--- src/hdl/cmd_handler_regs.svh ---
// Purpose: offsets, command codes, encodings and reset values
// Assumes: 8-bit register offsets, AXI4-Lite word registers
// Notes: included by the package, the assertions and the testbench
`ifndef CMD_HANDLER_REGS_SVH
`define CMD_HANDLER_REGS_SVH
`define OFS_CMD_DATA 8'h00
`define OFS_RSP_DATA 8'h04
`define OFS_STATUS   8'h08
`define OFS_CHAN     8'h0C
`define OFS_SLOT     8'h10
`define OFS_SEQ      8'h14
`define OFS_CTRL     8'h18
`define BIT_LAST     8
`define BIT_FLUSH    0
`define BIT_SEQ_ACK  1
`define BIT_OVR_CLR  2
`define CODE_HI      8'h00
`define CODE_SET_CH  8'h2A
`define CODE_GET_CH  8'h2B
`define CODE_GET_VER 8'h2F
`define CODE_SET_SL  8'h30
`define CODE_GET_SL  8'h31
`define CODE_SET_SEQ 8'h40
`define ERR_HI       8'h42
`define ERR_DATA_LO  8'h0B
`define ERR_SUB_LO   8'h08
`define CHAN_MIN     8'h01
`define CHAN_MAX     8'h05
`define SLOT_MIN     8'h01
`define SLOT_MAX     8'h03
`define SEQ_RSVD     8'h00
`define PROTO_T21    4'h4
`define ACK_MAX      4'h1
`define ANT_MAX      8'h03
`define CHAN_RST     8'h05
`define SLOT_RST     8'h01
`define ACK_RST      4'h0
`define ANT_RST      8'h00
`define LEN_CODE     4'h2
`define LEN_ONE      4'h3
`define LEN_SEQ      4'h5
`define LEN_SUBERR   4'h4
`define VER_BYTES    13
`define CMD_MAX      5
`define RSP_MAX      15
`define RESP_OKAY    2'h0
`define RESP_SLVERR  2'h2
`endif

--- src/hdl/cmd_handler_pkg.sv ---
// Purpose: types shared by the command handler
// Assumes: constants come from the regs header
// Notes: the whole handler state is one packed struct
package cmd_handler_pkg;
`include "cmd_handler_regs.svh"
   typedef enum logic [1:0] {PH_COLLECT, PH_EXEC, PH_RESPOND} phase_t;
   typedef struct packed {
      logic [7:0] chan;
      logic [7:0] slot;
      logic [3:0] proto;
      logic [3:0] ack_cfg;
      logic [7:0] antenna;
   } cfg_t;
   typedef struct packed {
      phase_t                          phase;
      logic [`CMD_MAX-1:0][7:0]        cmd_buf;
      logic [3:0]                      cmd_cnt;
      logic                            cmd_ovf;
      logic [`RSP_MAX-1:0][7:0]        rsp_buf;
      logic [3:0]                      rsp_len;
      logic [3:0]                      rsp_ptr;
      cfg_t                            cfg;
      logic                            seq_changed;
      logic                            last_err;
      logic                            overrun;
      logic                            aw_held;
      logic [7:0]                      aw_off;
      logic                            aw_hi;
      logic                            w_held;
      logic [31:0]                     wdata;
      logic [3:0]                      wstrb;
      logic                            bvalid;
      logic [1:0]                      bresp;
      logic                            rvalid;
      logic [31:0]                     rdata;
      logic [1:0]                      rresp;
   } state_t;
endpackage

--- src/hdl/cmd_handler.sv ---
// Purpose: antenna channel, slot and tag sequence command handler
// Assumes: host feeds command bytes and drains response bytes over AXI4-Lite
// Notes: one command in flight; new bytes refused until response drained
// Functional notes
// - set channel command 002AH stores one byte
// - channel byte 01H..04H channel, 05H off
// - set channel answer echoes code only
// - get channel returns code and stored byte
// - version query returns code and 13 bytes
// - version query unconditional, handled at once
// - set slot 0030H stores byte, echoes code
// - slot byte only 1, 2 or 3
// - get slot returns code and stored byte
// - set sequence: reserved 00H, protocol/config, antenna
// - protocol identifier 4 means Title 21
// - configuration id 0 no ack, 1 ack
// - antenna number ranges 0 to 03H
// - code is two bytes, high byte 00H first
//
// The AXI4-Lite register port and the register offsets were decided locally.
`timescale 1ns/1ps
module cmd_handler
   import cmd_handler_pkg::*;
#(
   parameter int          ADDR_W  = 8,             // axi address width
   parameter logic [103:0] VERSION = 104'h0        // table version, arbitrary value
)(
   input  wire logic              aclk,
   input  wire logic              aresetn,
   input  wire logic [ADDR_W-1:0] awaddr,
   input  wire logic              awvalid,
   output logic                   awready,
   input  wire logic [31:0]       wdata,
   input  wire logic [3:0]        wstrb,
   input  wire logic              wvalid,
   output logic                   wready,
   output logic [1:0]             bresp,
   output logic                   bvalid,
   input  wire logic              bready,
   input  wire logic [ADDR_W-1:0] araddr,
   input  wire logic              arvalid,
   output logic                   arready,
   output logic [31:0]            rdata,
   output logic [1:0]             rresp,
   output logic                   rvalid,
   input  wire logic              rready,
   output cfg_t                   cfg,
   output logic                   seq_reset_req
);

   // reset value of the stored settings
   localparam cfg_t CFG_RST = '{chan: `CHAN_RST, slot: `SLOT_RST, proto: `PROTO_T21,
                                ack_cfg: `ACK_RST, antenna: `ANT_RST};

   // refuse address widths the decoder cannot serve
   if (ADDR_W < 8)
   begin : g_bad_addr
      $error("cmd_handler: ADDR_W must be at least 8");
   end

   state_t s;        // registered state
   state_t next_s;   // next state
   logic [7:0] ar_off;   // read offset, word aligned
   logic       ar_hi;    // read address above the map
   logic [7:0] w_off;    // held write offset, word aligned
   logic [15:0] code;    // received command code
   logic [7:0]  arg;     // first parameter byte

   // handshake outputs straight from state
   assign awready = !s.aw_held && !s.bvalid;
   assign wready  = !s.w_held && !s.bvalid;
   assign arready = !s.rvalid;
   assign bvalid  = s.bvalid;
   assign bresp   = s.bresp;
   assign rvalid  = s.rvalid;
   assign rdata   = s.rdata;
   assign rresp   = s.rresp;
   assign cfg     = s.cfg;
   assign seq_reset_req = s.seq_changed;

   // address split: low byte decodes, upper bits must be zero
   assign ar_off = {araddr[7:2], 2'b00};
   assign ar_hi  = (araddr >> 8) != '0;
   assign w_off  = {s.aw_off[7:2], 2'b00};
   assign code   = {s.cmd_buf[0], s.cmd_buf[1]};
   assign arg    = s.cmd_buf[2];

   // all next-state logic
   always_comb
   begin
      logic [7:0] rsp_lo;   // low byte of answer code
      logic       bad;      // parameter or length fault
      logic       unknown;  // code not handled here
      logic       seq_set;  // sequence accepted this cycle
      logic       seq_clr;  // host acknowledged the reset
      logic       ovr_set;  // refused command byte
      logic       ovr_clr;  // host cleared overrun
      rsp_lo  = code[7:0];
      bad     = 1'b0;
      unknown = 1'b0;
      seq_set = 1'b0;
      seq_clr = 1'b0;
      ovr_set = 1'b0;
      ovr_clr = 1'b0;
      next_s  = s;

      // write address and data are taken in either order
      if (awvalid && awready)
      begin
         next_s.aw_held = 1'b1;
         next_s.aw_off  = awaddr[7:0];
         next_s.aw_hi   = (awaddr >> 8) != '0;
      end
      if (wvalid && wready)
      begin
         next_s.w_held = 1'b1;
         next_s.wdata  = wdata;
         next_s.wstrb  = wstrb;
      end
      // response retires when the master takes it
      if (s.bvalid && bready)
      begin
         next_s.bvalid = 1'b0;
      end

      // both halves held: perform the write
      if (s.aw_held && s.w_held && !s.bvalid)
      begin
         next_s.aw_held = 1'b0;
         next_s.w_held  = 1'b0;
         next_s.bvalid  = 1'b1;
         next_s.bresp   = `RESP_OKAY;
         if (s.aw_hi)
         begin
            // outside the map
            next_s.bresp = `RESP_SLVERR;
         end
         else if (w_off == `OFS_CMD_DATA)
         begin
            if (s.phase != PH_COLLECT)
            begin
               // byte arrives while busy: dropped, flagged
               ovr_set = 1'b1;
            end
            else if (s.wstrb[0])
            begin
               if (s.cmd_cnt < 4'(`CMD_MAX))
               begin
                  next_s.cmd_buf[s.cmd_cnt[2:0]] = s.wdata[7:0];
                  next_s.cmd_cnt = s.cmd_cnt + 4'h1;
               end
               else
               begin
                  // too long for any command here
                  next_s.cmd_ovf = 1'b1;
               end
               // last byte of the message starts execution
               if (s.wstrb[1] && s.wdata[`BIT_LAST])
               begin
                  next_s.phase = PH_EXEC;
               end
            end
         end
         else if (w_off == `OFS_CTRL)
         begin
            if (s.wstrb[0] && s.wdata[`BIT_FLUSH])
            begin
               // abandon partial command or unread answer
               next_s.phase   = PH_COLLECT;
               next_s.cmd_cnt = 4'h0;
               next_s.cmd_ovf = 1'b0;
               next_s.rsp_len = 4'h0;
               next_s.rsp_ptr = 4'h0;
            end
            seq_clr = s.wstrb[0] && s.wdata[`BIT_SEQ_ACK];
            ovr_clr = s.wstrb[0] && s.wdata[`BIT_OVR_CLR];
         end
         else if (w_off == `OFS_RSP_DATA || w_off == `OFS_STATUS ||
                  w_off == `OFS_CHAN || w_off == `OFS_SLOT || w_off == `OFS_SEQ)
         begin
            // read-only registers ignore writes
            next_s.bresp = `RESP_OKAY;
         end
         else
         begin
            next_s.bresp = `RESP_SLVERR;
         end
      end

      // command execution, one cycle after the last byte
      if (s.phase == PH_EXEC)
      begin
         next_s.rsp_buf = '0;
         next_s.rsp_len = `LEN_CODE;
         next_s.rsp_ptr = 4'h0;
         next_s.cmd_cnt = 4'h0;
         next_s.cmd_ovf = 1'b0;
         next_s.phase   = PH_RESPOND;
         if (s.cmd_ovf || s.cmd_cnt < `LEN_CODE || code[15:8] != `CODE_HI)
         begin
            // high byte other than 00H is not ours
            unknown = s.cmd_cnt >= `LEN_CODE && !s.cmd_ovf;
            bad     = !unknown;
         end
         else
         begin
            unique case (code[7:0])
               `CODE_SET_CH:
               begin
                  bad = s.cmd_cnt != `LEN_ONE || arg < `CHAN_MIN || arg > `CHAN_MAX;
                  if (!bad)
                  begin
                     next_s.cfg.chan = arg;
                  end
               end
               `CODE_GET_CH:
               begin
                  bad = s.cmd_cnt != `LEN_CODE;
                  next_s.rsp_buf[2] = s.cfg.chan;
                  next_s.rsp_len    = `LEN_ONE;
               end
               `CODE_GET_VER:
               begin
                  bad = s.cmd_cnt != `LEN_CODE;
                  for (int i = 0; i < `VER_BYTES; i++)
                  begin
                     next_s.rsp_buf[i+2] = VERSION[8*(`VER_BYTES-1-i) +: 8];
                  end
                  next_s.rsp_len = 4'(`VER_BYTES + 2);
               end
               `CODE_SET_SL:
               begin
                  // slot only 1, 2 or 3
                  bad = s.cmd_cnt != `LEN_ONE || arg < `SLOT_MIN || arg > `SLOT_MAX;
                  if (!bad)
                  begin
                     next_s.cfg.slot = arg;
                  end
               end
               `CODE_GET_SL:
               begin
                  bad = s.cmd_cnt != `LEN_CODE;
                  next_s.rsp_buf[2] = s.cfg.slot;
                  next_s.rsp_len    = `LEN_ONE;
               end
               `CODE_SET_SEQ:
               begin
                  bad = s.cmd_cnt != `LEN_SEQ || arg != `SEQ_RSVD ||
                        s.cmd_buf[3][7:4] != `PROTO_T21 ||
                        s.cmd_buf[3][3:0] > `ACK_MAX || s.cmd_buf[4] > `ANT_MAX;
                  if (!bad)
                  begin
                     next_s.cfg.proto   = s.cmd_buf[3][7:4];
                     next_s.cfg.ack_cfg = s.cmd_buf[3][3:0];
                     next_s.cfg.antenna = s.cmd_buf[4];
                     seq_set = 1'b1;
                  end
               end
               default:
               begin
                  unknown = 1'b1;
               end
            endcase
         end
         if (unknown)
         begin
            next_s.rsp_buf[0] = `ERR_HI;
            next_s.rsp_buf[1] = `ERR_SUB_LO;
            next_s.rsp_buf[2] = code[15:8];
            next_s.rsp_buf[3] = code[7:0];
            next_s.rsp_len    = `LEN_SUBERR;
         end
         else if (bad)
         begin
            next_s.rsp_buf    = '0;
            next_s.rsp_buf[0] = `ERR_HI;
            next_s.rsp_buf[1] = `ERR_DATA_LO;
            next_s.rsp_len    = `LEN_CODE;
         end
         else
         begin
            next_s.rsp_buf[0] = `CODE_HI;
            next_s.rsp_buf[1] = rsp_lo;
         end
         next_s.last_err = bad || unknown;
      end

      // read channel: data registered, answered next cycle
      if (s.rvalid && rready)
      begin
         next_s.rvalid = 1'b0;
      end
      if (arvalid && arready)
      begin
         next_s.rvalid = 1'b1;
         next_s.rresp  = `RESP_OKAY;
         next_s.rdata  = 32'h0000_0000;
         if (ar_hi)
         begin
            next_s.rresp = `RESP_SLVERR;
         end
         else if (ar_off == `OFS_RSP_DATA)
         begin
            // reading pops one byte; bit 8 marks it valid
            if (s.phase == PH_RESPOND && s.rsp_ptr < s.rsp_len)
            begin
               next_s.rdata[7:0]       = s.rsp_buf[s.rsp_ptr];
               next_s.rdata[`BIT_LAST] = 1'b1;
               next_s.rsp_ptr          = s.rsp_ptr + 4'h1;
               if (s.rsp_ptr + 4'h1 == s.rsp_len)
               begin
                  // last byte drained, accept the next command
                  next_s.phase = PH_COLLECT;
               end
            end
         end
         else if (ar_off == `OFS_STATUS)
         begin
            next_s.rdata[0]     = s.phase == PH_RESPOND;
            next_s.rdata[1]     = s.phase == PH_EXEC;
            next_s.rdata[2]     = s.last_err;
            next_s.rdata[3]     = s.overrun;
            next_s.rdata[4]     = s.seq_changed;
            next_s.rdata[11:8]  = s.rsp_len - s.rsp_ptr;
            next_s.rdata[15:12] = s.cmd_cnt;
         end
         else if (ar_off == `OFS_CHAN)
         begin
            next_s.rdata[7:0] = s.cfg.chan;
         end
         else if (ar_off == `OFS_SLOT)
         begin
            next_s.rdata[7:0] = s.cfg.slot;
         end
         else if (ar_off == `OFS_SEQ)
         begin
            next_s.rdata[7:0]  = {s.cfg.proto, s.cfg.ack_cfg};
            next_s.rdata[15:8] = s.cfg.antenna;
         end
         else if (ar_off == `OFS_CMD_DATA || ar_off == `OFS_CTRL)
         begin
            // write-only registers read as zero
            next_s.rdata = 32'h0000_0000;
         end
         else
         begin
            next_s.rresp = `RESP_SLVERR;
         end
      end

      // host must reset reader; flag set wins over ack
      if (seq_set)
      begin
         next_s.seq_changed = 1'b1;
      end
      else if (seq_clr)
      begin
         next_s.seq_changed = 1'b0;
      end
      // overrun flag, set wins over clear
      if (ovr_set)
      begin
         next_s.overrun = 1'b1;
      end
      else if (ovr_clr)
      begin
         next_s.overrun = 1'b0;
      end
   end

   // state register, synchronous active-low reset
   always_ff @(posedge aclk)
   begin
      if (!aresetn)
      begin
         s     <= '0;
         s.cfg <= CFG_RST;
      end
      else
      begin
         s <= next_s;
      end
   end

endmodule

--- config.mk ---
export PLATFORM = sky130hd
export DESIGN_NAME = cmd_handler
export DESIGN_NICKNAME = d
export VERILOG_FILES = /design/src/hdl/cmd_handler_pkg.sv /design/src/hdl/cmd_handler.sv
export VERILOG_INCLUDE_DIRS = /design/src /design/src/hdl
export SDC_FILE = /design/constraint.sdc
export NUM_CORES = 1
export LEC_CHECK = 0
export BUFFER_PORTS_ARGS = -buffer_cell sky130_fd_sc_hd__buf_4
export CORE_UTILIZATION = 45
export DETAILED_ROUTE_END_ITERATION = 12
export PLACE_DENSITY = 0.69
export SLEW_MARGIN = 20
export SYNTH_ARGS = -nofsm -noshare
export SYNTH_HDL_FRONTEND = slang
export SYNTH_SLANG_ARGS = --single-unit
export TNS_END_PERCENT = 5
--- constraint.sdc ---
create_clock -name aclk -period 2.6 [get_ports aclk]
set_clock_uncertainty 0.1 [all_clocks]
set_input_delay 0.52 -clock aclk [delete_from_list [all_inputs] [get_ports aclk]]
set_output_delay 0.52 -clock aclk [all_outputs]
set_load 0.01 [all_outputs]
### Word-level counts from Yosys, hierarchy flattened

Index checks and enable logic that the tools add are counted.

* flip-flop bits (word level): 269
* bits of input ports: 59
* output and inout port bits: 74
* word-level logic and storage cells: 259

* add/sub/neg operators: 3
* $lt $le $gt $ge: 12
* eq/ne operators: 30
* mux-type cells: 102
* bitwise logic cells: 6
* reduce and logical (&&, ||, !) cells: 63

Operator list (number)
* $mux 32: 7
* $mux 47: 3
* $mux 8: 14
* $mux 104: 1
* $mux 16: 6
* $mux 88: 1
* $mux 40: 2
* $mux 24: 2
* $mux 44: 1
* $bwmux 40: 1
* $eq 8x6->1 const B: 5
* $eq 6x3->1 const B: 6
* $mux 2: 18
* $mux 36: 1
* $mux 35: 1
* $bmux 8 s4: 1
* $mux 1: 25
* $demux 8 s3: 1
* $eq 6x2->1 const B: 4
* $mux 23: 1
* $mux 4: 5
* $mux 5: 4
* $reduce_bool 2->1: 10
* $mux 9: 2
* other kinds (38): 94

### Logic depth before layout (Yosys ltp)

Gate-level depths: netlist (run 1).

* depth in word-level cells: 15
* mapped depth: 9
* depth with buffers taken out: 9

### Least setup slack after synthesis (run 1)

OpenSTA, ideal clock, no wires.

* path kind: register to register
* start: reg s[249] in the netlist's numbering
* end: reg s[137] in the netlist's numbering
* setup time: 0.124 ns
* arrival time: 2.254 ns
* required time: 2.376 ns
* setup slack: 0.122 ns
* stages on the path, launching flop included: 7
* buffers on the path: 0
* period minus slack after synthesis: 2.478 ns
* cells stage by stage: dfxtp_1 -> ha_1 -> or4b_4 -> or4_4 -> a221oi_4 -> nor4b_1 -> o21ai_0

* cells in the longest elaborated chain, start to end: 10
* elaborated cells on any way between the ends: 23
* those cells by class: 2 x order compare; 3 x eq/ne; 7 x mux; 11 x reduce/logical

RTL lines
* start, declared: line cmd_handler.sv:61 `state_t s;`
* start signal, assigned: line cmd_handler.sv:381 `s <= next_s;`
* $ne 4x3->1 (no line)
* $logic_or 1x1->1 (no line) (4 in series)
* $pmux 1 s4: line cmd_handler.sv:207 `unique case (code[7:0])`
* $mux 1: line cmd_handler.sv:199 `` if (s.cmd_ovf || s.cmd_cnt < `LEN_CODE || code[15:8] != `CODE_HI) ``
* $mux 1: line cmd_handler.sv:191 `if (s.phase == PH_EXEC)`
* $mux 16: line cmd_handler.sv:273 `else if (bad)`
* $mux 36 *: line cmd_handler.sv:265 `if (unknown)`

Every way passes the cells marked *; elsewhere a longest branch is shown, timed or not. The select of a mux whose other input is x is not followed.
A chain may end at the register's enable or synchronous reset.

### Final worst setup path (run 1)

* start: reg s[250] in the netlist's numbering
* end: reg s[86] in the netlist's numbering

* cells in the longest elaborated chain, start to end: 9
* elaborated cells on any way between the ends: 22
* those cells by class: 2 x order compare; 3 x eq/ne; 5 x mux; 12 x reduce/logical

RTL lines
* $ne 4x3->1 (no line)
* $logic_or 1x1->1 (no line) (4 in series)
* $pmux 1 s4: line cmd_handler.sv:207
* $mux 1: line cmd_handler.sv:199
* $mux 1: line cmd_handler.sv:191
* $logic_or 1x1->1 *: line cmd_handler.sv:285 `next_s.last_err = bad || unknown;`

Marked as above.

==> results of run 1 <==
[final timing paths]
check,start,endpoint,slack (ns),cells past startpoint
max,s[250],s[86],0.06,7
min,awaddr[3],s[79],0.23,3
max reg2reg,s[250],s[86],0.06,7
min reg2reg,s[39],s[39],0.36,2
[metrics by stage]
| stage | util (%) | area (um2) | std cells |
|---|---|---|---|
| floorplan | - | 7520 | 865 |
| global placement | 50.0 | 8030 | 1089 |
| detailed placement | 50.0 | 8030 | 1089 |
| CTS | 53.8 | 8640 | 1120 |
| global route | 54.0 | 8680 | 1120 |
| finish | 54.0 | 8680 | 1120 |
[routing by layer]
metal  part of all wire (%)  wire length (um)  vias up  track usage (%)
met5                      0                 0        -                0
met4                    2.0               368        0             8.11
met3                    5.3               978       29             4.40
met2                     45              8180      212             34.2
met1                     48              8760     2908             30.4
li1                       -                 -     3034                -
[cell usage after synthesis (all sizes together) (3+ instances only)]
library cell and number:
and2 17, o21ai 45, mux2 6, nand2b 8, nand4 13, and3 20, nor4 12, a22o 16
clkbuf 40, nand2 59, buf 78, a221oi 10, ha 8, dfxtp 153, nor3b 4, xor2 3
a21oi 51, inv 11, or3 8, o31ai 7, a31oi 5, o22ai 10, nor2 87, or2 3
nand3 39, a22oi 11, or4 4, nor2b 9, mux2i 61, nor4b 6, and3b 5, nor3 11
and4b 4
[repair_timing]
action | in CTS | in global routing
gates resized for setup | 0 | 8
setup endpoints to repair | 0 | 10
endpoints found under the hold margin | 0 | 0
[worst max-delay path: cells and delay by family, from the launching register on]
family / cells / cell delay [ns]
and+or+nand+nor: 3 / 1.18
AOI/OAI and AO/OA: 2 / 0.46
buffers and inverters: 1 / 0.19
adders and majority gates: 1 / 0.14
DFF: 1 / 0.35
[cells by family (layout without fill, tap and decap cells)]
logic type / count (synthesis) / after routing / share of synthesized area, %
muxes: 69 / 69 / 9.69
buffers and inverters: 129 / 168 / 10.0
DFF: 153 / 153 / 41.1
xor gates and xnor gates: 5 / 5 / 0.587
AOI/OAI and AO/OA: 167 / 167 / 14.2
other: 1 / 18 / 0.0503
and+or+nand+nor: 315 / 315 / 22.8
adders and majority gates: 9 / 9 / 1.61
[power by group through the flow]
stage	logic (W)	clock network (W)	registers (W)
floorplan	0.000220	0	0.00245
global placement	0.000286	0	0.00247
detailed placement	0.000289	0	0.00247
CTS	0.000289	0.00254	0.00242
global route	0.000324	0.00266	0.00242
finish	0.000288	0.00252	0.00242
[cell type report]
| cell class | count | area share [%] |
|---|---|---|
| clock buffers | 21 | 5.31 |
| repair buffers | 126 | 10.9 |
| inverters | 11 | 0.476 |
| flip-flops and latches | 153 | 35.3 |
| multi-input cells | 583 | 43.2 |
| clock inverters | 10 | 1.66 |
| well taps | 216 | 3.11 |
==> results.json, run 1 <==
{
  "status": "finished, final reports clean",
  "clkPwrFrac_pct": 48.2,
  "power_density_nw_per_um2": 603,
  "root_buffer": "clkbuf_16",
  "drc_errors": 0,
  "post_cts_buffers": 0,
  "die_h_um": 131,
  "ys_ff_latch": 153,
  "swShare_pct": 22.5,
  "fin_ws_ns": 0.0591,
  "row_count": 46,
  "postSynth.asyncResetShare_pct": 0,
  "cts.htree.levels": 4,
  "synth_edf_count": 0,
  "drtIter0Drc": 465,
  "critPathKind": "reg -> reg",
  "drive_gt1_share_pct": 20.5,
  "post-route-min-period_ns": 2.54,
  "clock_latency_ns": 0.42,
  "grt_pass1_wl_um": 29100,
  "crit_chain": "ha_4 > or4b_4 > or4_4 > a221oi_4 > buf_4 > and2_2 > a31oi_1",
  "period_share_pct": 97.7,
  "worst_hold_path_type": "in -> reg",
  "syn_area_per_cell_um2": 8.80,
  "worst_setup_path_end_kind": "register",
  "holdBufCountCts": 0,
  "synth_ff_type": "dfxtp_1",
  "p_leak_nw": 3.48,
  "final_common_cell": "dfxtp_1",
  "hold_ws_ns": 0.233,
  "die-area_um2": 17100,
  "syn_inst": 848,
  "clock_path_buffers": 2,
  "clkTransAtPathRegs_ns": 0.06,
  "routed_wirelength_um": 18300,
  "p_seq_share_pct": 46.3,
  "p_sw_w": 0.00118,
  "critPathLaunchType": "register",
  "ios": 133,
  "die_width_um": 131,
  "ys_warn_count": 0,
  "final_nets": 960,
  "yosysTopAreaCellShare_pct": 41.1,
  "fmax_mhz": 394,
  "wl_per_cell_um": 16.3,
  "initial_utilization_pct": 46.5,
  "ys_seq_area_share_pct": 41.1,
  "cap_violations": 0,
  "numCtsBuffers": 17,
  "crit_slowest_cell": "or4_4",
  "synth_area_leaders": "dfxtp_1, mux2i_1, buf_4, nor2_1, a21oi_1",
  "ff_latch_area_um2": 3070,
  "worstPathMaxFanout": 4,
  "vias_per_cell": 5.52,
  "worst-endpoint-required_ns": 2.79,
  "syn2layout_area_growth_pct": 16.3,
  "ys_types": 64,
  "cts.sinks": 153,
  "dp_slack_ns": 0.0317,
  "max_slew_margin_pct": 49.1,
  "vias": 6183,
  "tns_ns": 0,
  "ant_nets": 0,
  "setup_violations": 0,
  "cp_slowest_stage_delay_ns": 0.56,
  "worstPathArrival_ns": 2.73,
  "yosysTopAreaCell": "dfxtp_1",
  "finalHoldViolCount": 0,
  "cts_tree": "yes",
  "io_buffers": 85,
  "post-dp-hpwl_um": 13100,
  "syn_area_um2": 7460,
  "rsz0062_at_grt": "yes",
  "worst_slew_pin_slew_ns": 0.757,
  "fp.coreArea_um2": 16100,
  "grt_pass1_vias": 5527,
  "vdd_ir_drop_max_v": 0.000449,
  "num_antenna_cells": 0,
  "internal_power_w": 0.00405,
  "p_total_w": 0.00523,
  "multi_input_area_um2": 3750,
  "slew_violations": 0,
  "gp_congestion": 0.878,
  "antenna_found_initial": 0,
  "grt_start_max_net_pins": 57,
  "grtUsageTotal_pct": 22.1,
  "fillers": 1488,
  "power_frac_comb_pct": 5.5,
  "dr.pass1.iters": 5,
  "grt_overflow_total": 0,
  "final_cell_mix": "dfxtp_1, buf_4, nor2_1"
}
No activity file was read; power rests on OpenSTA's default activity.
==> run 2, diff against run 1 <==
- SETUP_SLACK_MARGIN: not set -> 0.1
==> run 2 against run 1 <==
  * Core utilization is 0.12 points higher
  * Sequential power about the same
  * Combinational power hardly changed
  * Critical endpoint unchanged
  * Largest power group unchanged
  * Highest routed layer unchanged
==> results.json, run 2 (synthesis gave the netlist of run 1 again) <==
{
  "status": "finished, final reports clean",
  "worst_slew_pin_slew_ns": 0.787,
  "post-dp-hpwl_um": 13100,
  "initial_utilization_pct": 46.5,
  "hold_end": "s[79]",
  "die-area_um2": 17100,
  "ff_latch_area_um2": 3070,
  "period_share_pct": 97.8,
  "hold_ws_ns": 0.234,
  "final_nets": 960,
  "utilization_pct": 54.2,
  "io_buffers": 85,
  "antenna_found_initial": 0,
  "grt_overflow_total": 0,
  "reg2reg_depth": 7,
  "power_frac_comb_pct": 5.5,
  "dr.pass1.iters": 6,
  "r2r-end": "s[86]",
  "critPathLaunchType": "register",
  "setup_violations": 0,
  "r2r_slack_ns": 0.06,
  "worst_setup_path_end_kind": "register",
  "die_width_um": 131,
  "post_cts_buffers": 0,
  "clkPwrFrac_pct": 48.2,
  "ant_nets": 0,
  "ios": 133,
  "cts.sinks": 153,
  "drtIter0Drc": 520,
  "syn2layout_area_growth_pct": 16.6,
  "p_seq_share_pct": 46.3,
  "row_count": 46,
  "clock_path_buffers": 2,
  "tns_ns": 0,
  "grt_start_max_net_pins": 57,
  "holdBufCountCts": 0,
  "drc_errors": 0,
  "power_density_nw_per_um2": 601,
  "routed_wirelength_um": 18400,
  "grt_pass1_vias": 5538,
  "critPathKind": "reg -> reg",
  "die_h_um": 131,
  "final_common_cell": "dfxtp_1",
  "p_leak_nw": 3.48,
  "worst-endpoint-required_ns": 2.79,
  "fillers": 1485,
  "gp_congestion": 0.878,
  "vias": 6175,
  "vias_per_cell": 5.51,
  "multi_input_area_um2": 3760,
  "clock_latency_ns": 0.42,
  "root_buffer": "clkbuf_16",
  "hold_start": "awaddr[3]",
  "slew_violations": 0,
  "drive_gt1_share_pct": 20.8,
  "grtUsageTotal_pct": 22.1,
  "worstPathArrival_ns": 2.73,
  "rsz0062_at_grt": "yes",
  "vdd_ir_drop_max_v": 0.000444,
  "post-route-min-period_ns": 2.54,
  "final_cells": 1120,
  "finalHoldViolCount": 0,
  "internal_power_w": 0.00405,
  "rr_startpoint": "s[250]",
  "worstHoldPathCells": 3,
  "placed_cells": 1089,
  "fp.coreArea_um2": 16100,
  "num_antenna_cells": 0,
  "cts.htree.levels": 4,
  "final_cell_mix": "dfxtp_1, buf_4, nor2_1",
  "clkTransAtPathRegs_ns": 0.06,
  "p_sw_w": 0.00118,
  "cts_tree": "yes",
  "grt_pass1_wl_um": 29100,
  "cap_violations": 0,
  "max_slew_margin_pct": 47.1,
  "swShare_pct": 22.5,
  "wl_per_cell_um": 16.4,
  "numCtsBuffers": 17,
  "worst_hold_path_type": "in -> reg",
  "worstPathMaxFanout": 4,
  "fmax_mhz": 393
}
run 2: cell counts in the layout (fill, tap and decap cells not counted):
Identical to the previous run, type by type.
run 2: power groups by stage:
stage | clock network (W) | registers, W | logic, W
floorplan | 0 | 0.00245 | 0.000220
global placement | 0 | 0.00247 | 0.000286
detailed placement | 0 | 0.00247 | 0.000289
CTS | 0.00254 | 0.00242 | 0.000289
global route | 0.00266 | 0.00242 | 0.000324
finish | 0.00252 | 0.00242 | 0.000288
run 2: cell type report:
type	instances	area share, %
clock buffers	21	5.29
repair buffers	126	10.9
well taps	216	3.11
multi-input cells	583	43.3
clock inverters	10	1.65
inverters	11	0.475
flip-flops and latches	153	35.3
run 2: critical path: stages (launching register included):
cell      delay, ns
dfxtp_2        0.35
ha_4           0.14
or4b_4         0.48
or4_4          0.56
a221oi_4       0.38
buf_4          0.19
and2_2         0.14
a31oi_1        0.08
run 2: through the flow:
stage | setup WS [ns] | cell area, um2 | power (W)
2_1_floorplan | 0.122 | 7520 | 0.00268
3_3_place_gp | 0.0523 | 8030 | 0.00276
3_5_place_dp | 0.0317 | 8030 | 0.00276
4_1_cts | 0.0204 | 8640 | 0.00525
5_1_grt | -0.0120 | 8700 | 0.00540
6_report | 0.0577 | 8700 | 0.00523
run 2: worst max-delay path by stage:
stage	start	to	slack, ns
2_1_floorplan	s[249]	s[137]	0.12
3_3_place_gp	s[250]	cfg[6]	0.05
3_5_place_dp	s[250]	cfg[4]	0.03
4_1_cts	s[249]	s[142]	0.02
5_1_grt	s[249]	s[141]	-0.01
6_report	s[250]	s[86]	0.06
run 2: layer usage:
layer | share of wire, % | up-vias | GRT usage (%) | wire length (um)
met5 | 0 | - | 0 | 0
met4 | 2.1 | 0 | 8.86 | 389
met3 | 6.1 | 30 | 4.68 | 1120
met2 | 45 | 234 | 34.0 | 8180
met1 | 47 | 2872 | 30.2 | 8660
li1 | - | 3039 | - | -
run 2: repair_timing:
action                                  CTS  global route
endpoints found under the setup margin   22            26
gates resized for setup                   1            11
gates cloned                              0             0
hold endpoints to repair                  0             0
pin swaps                                 0             7
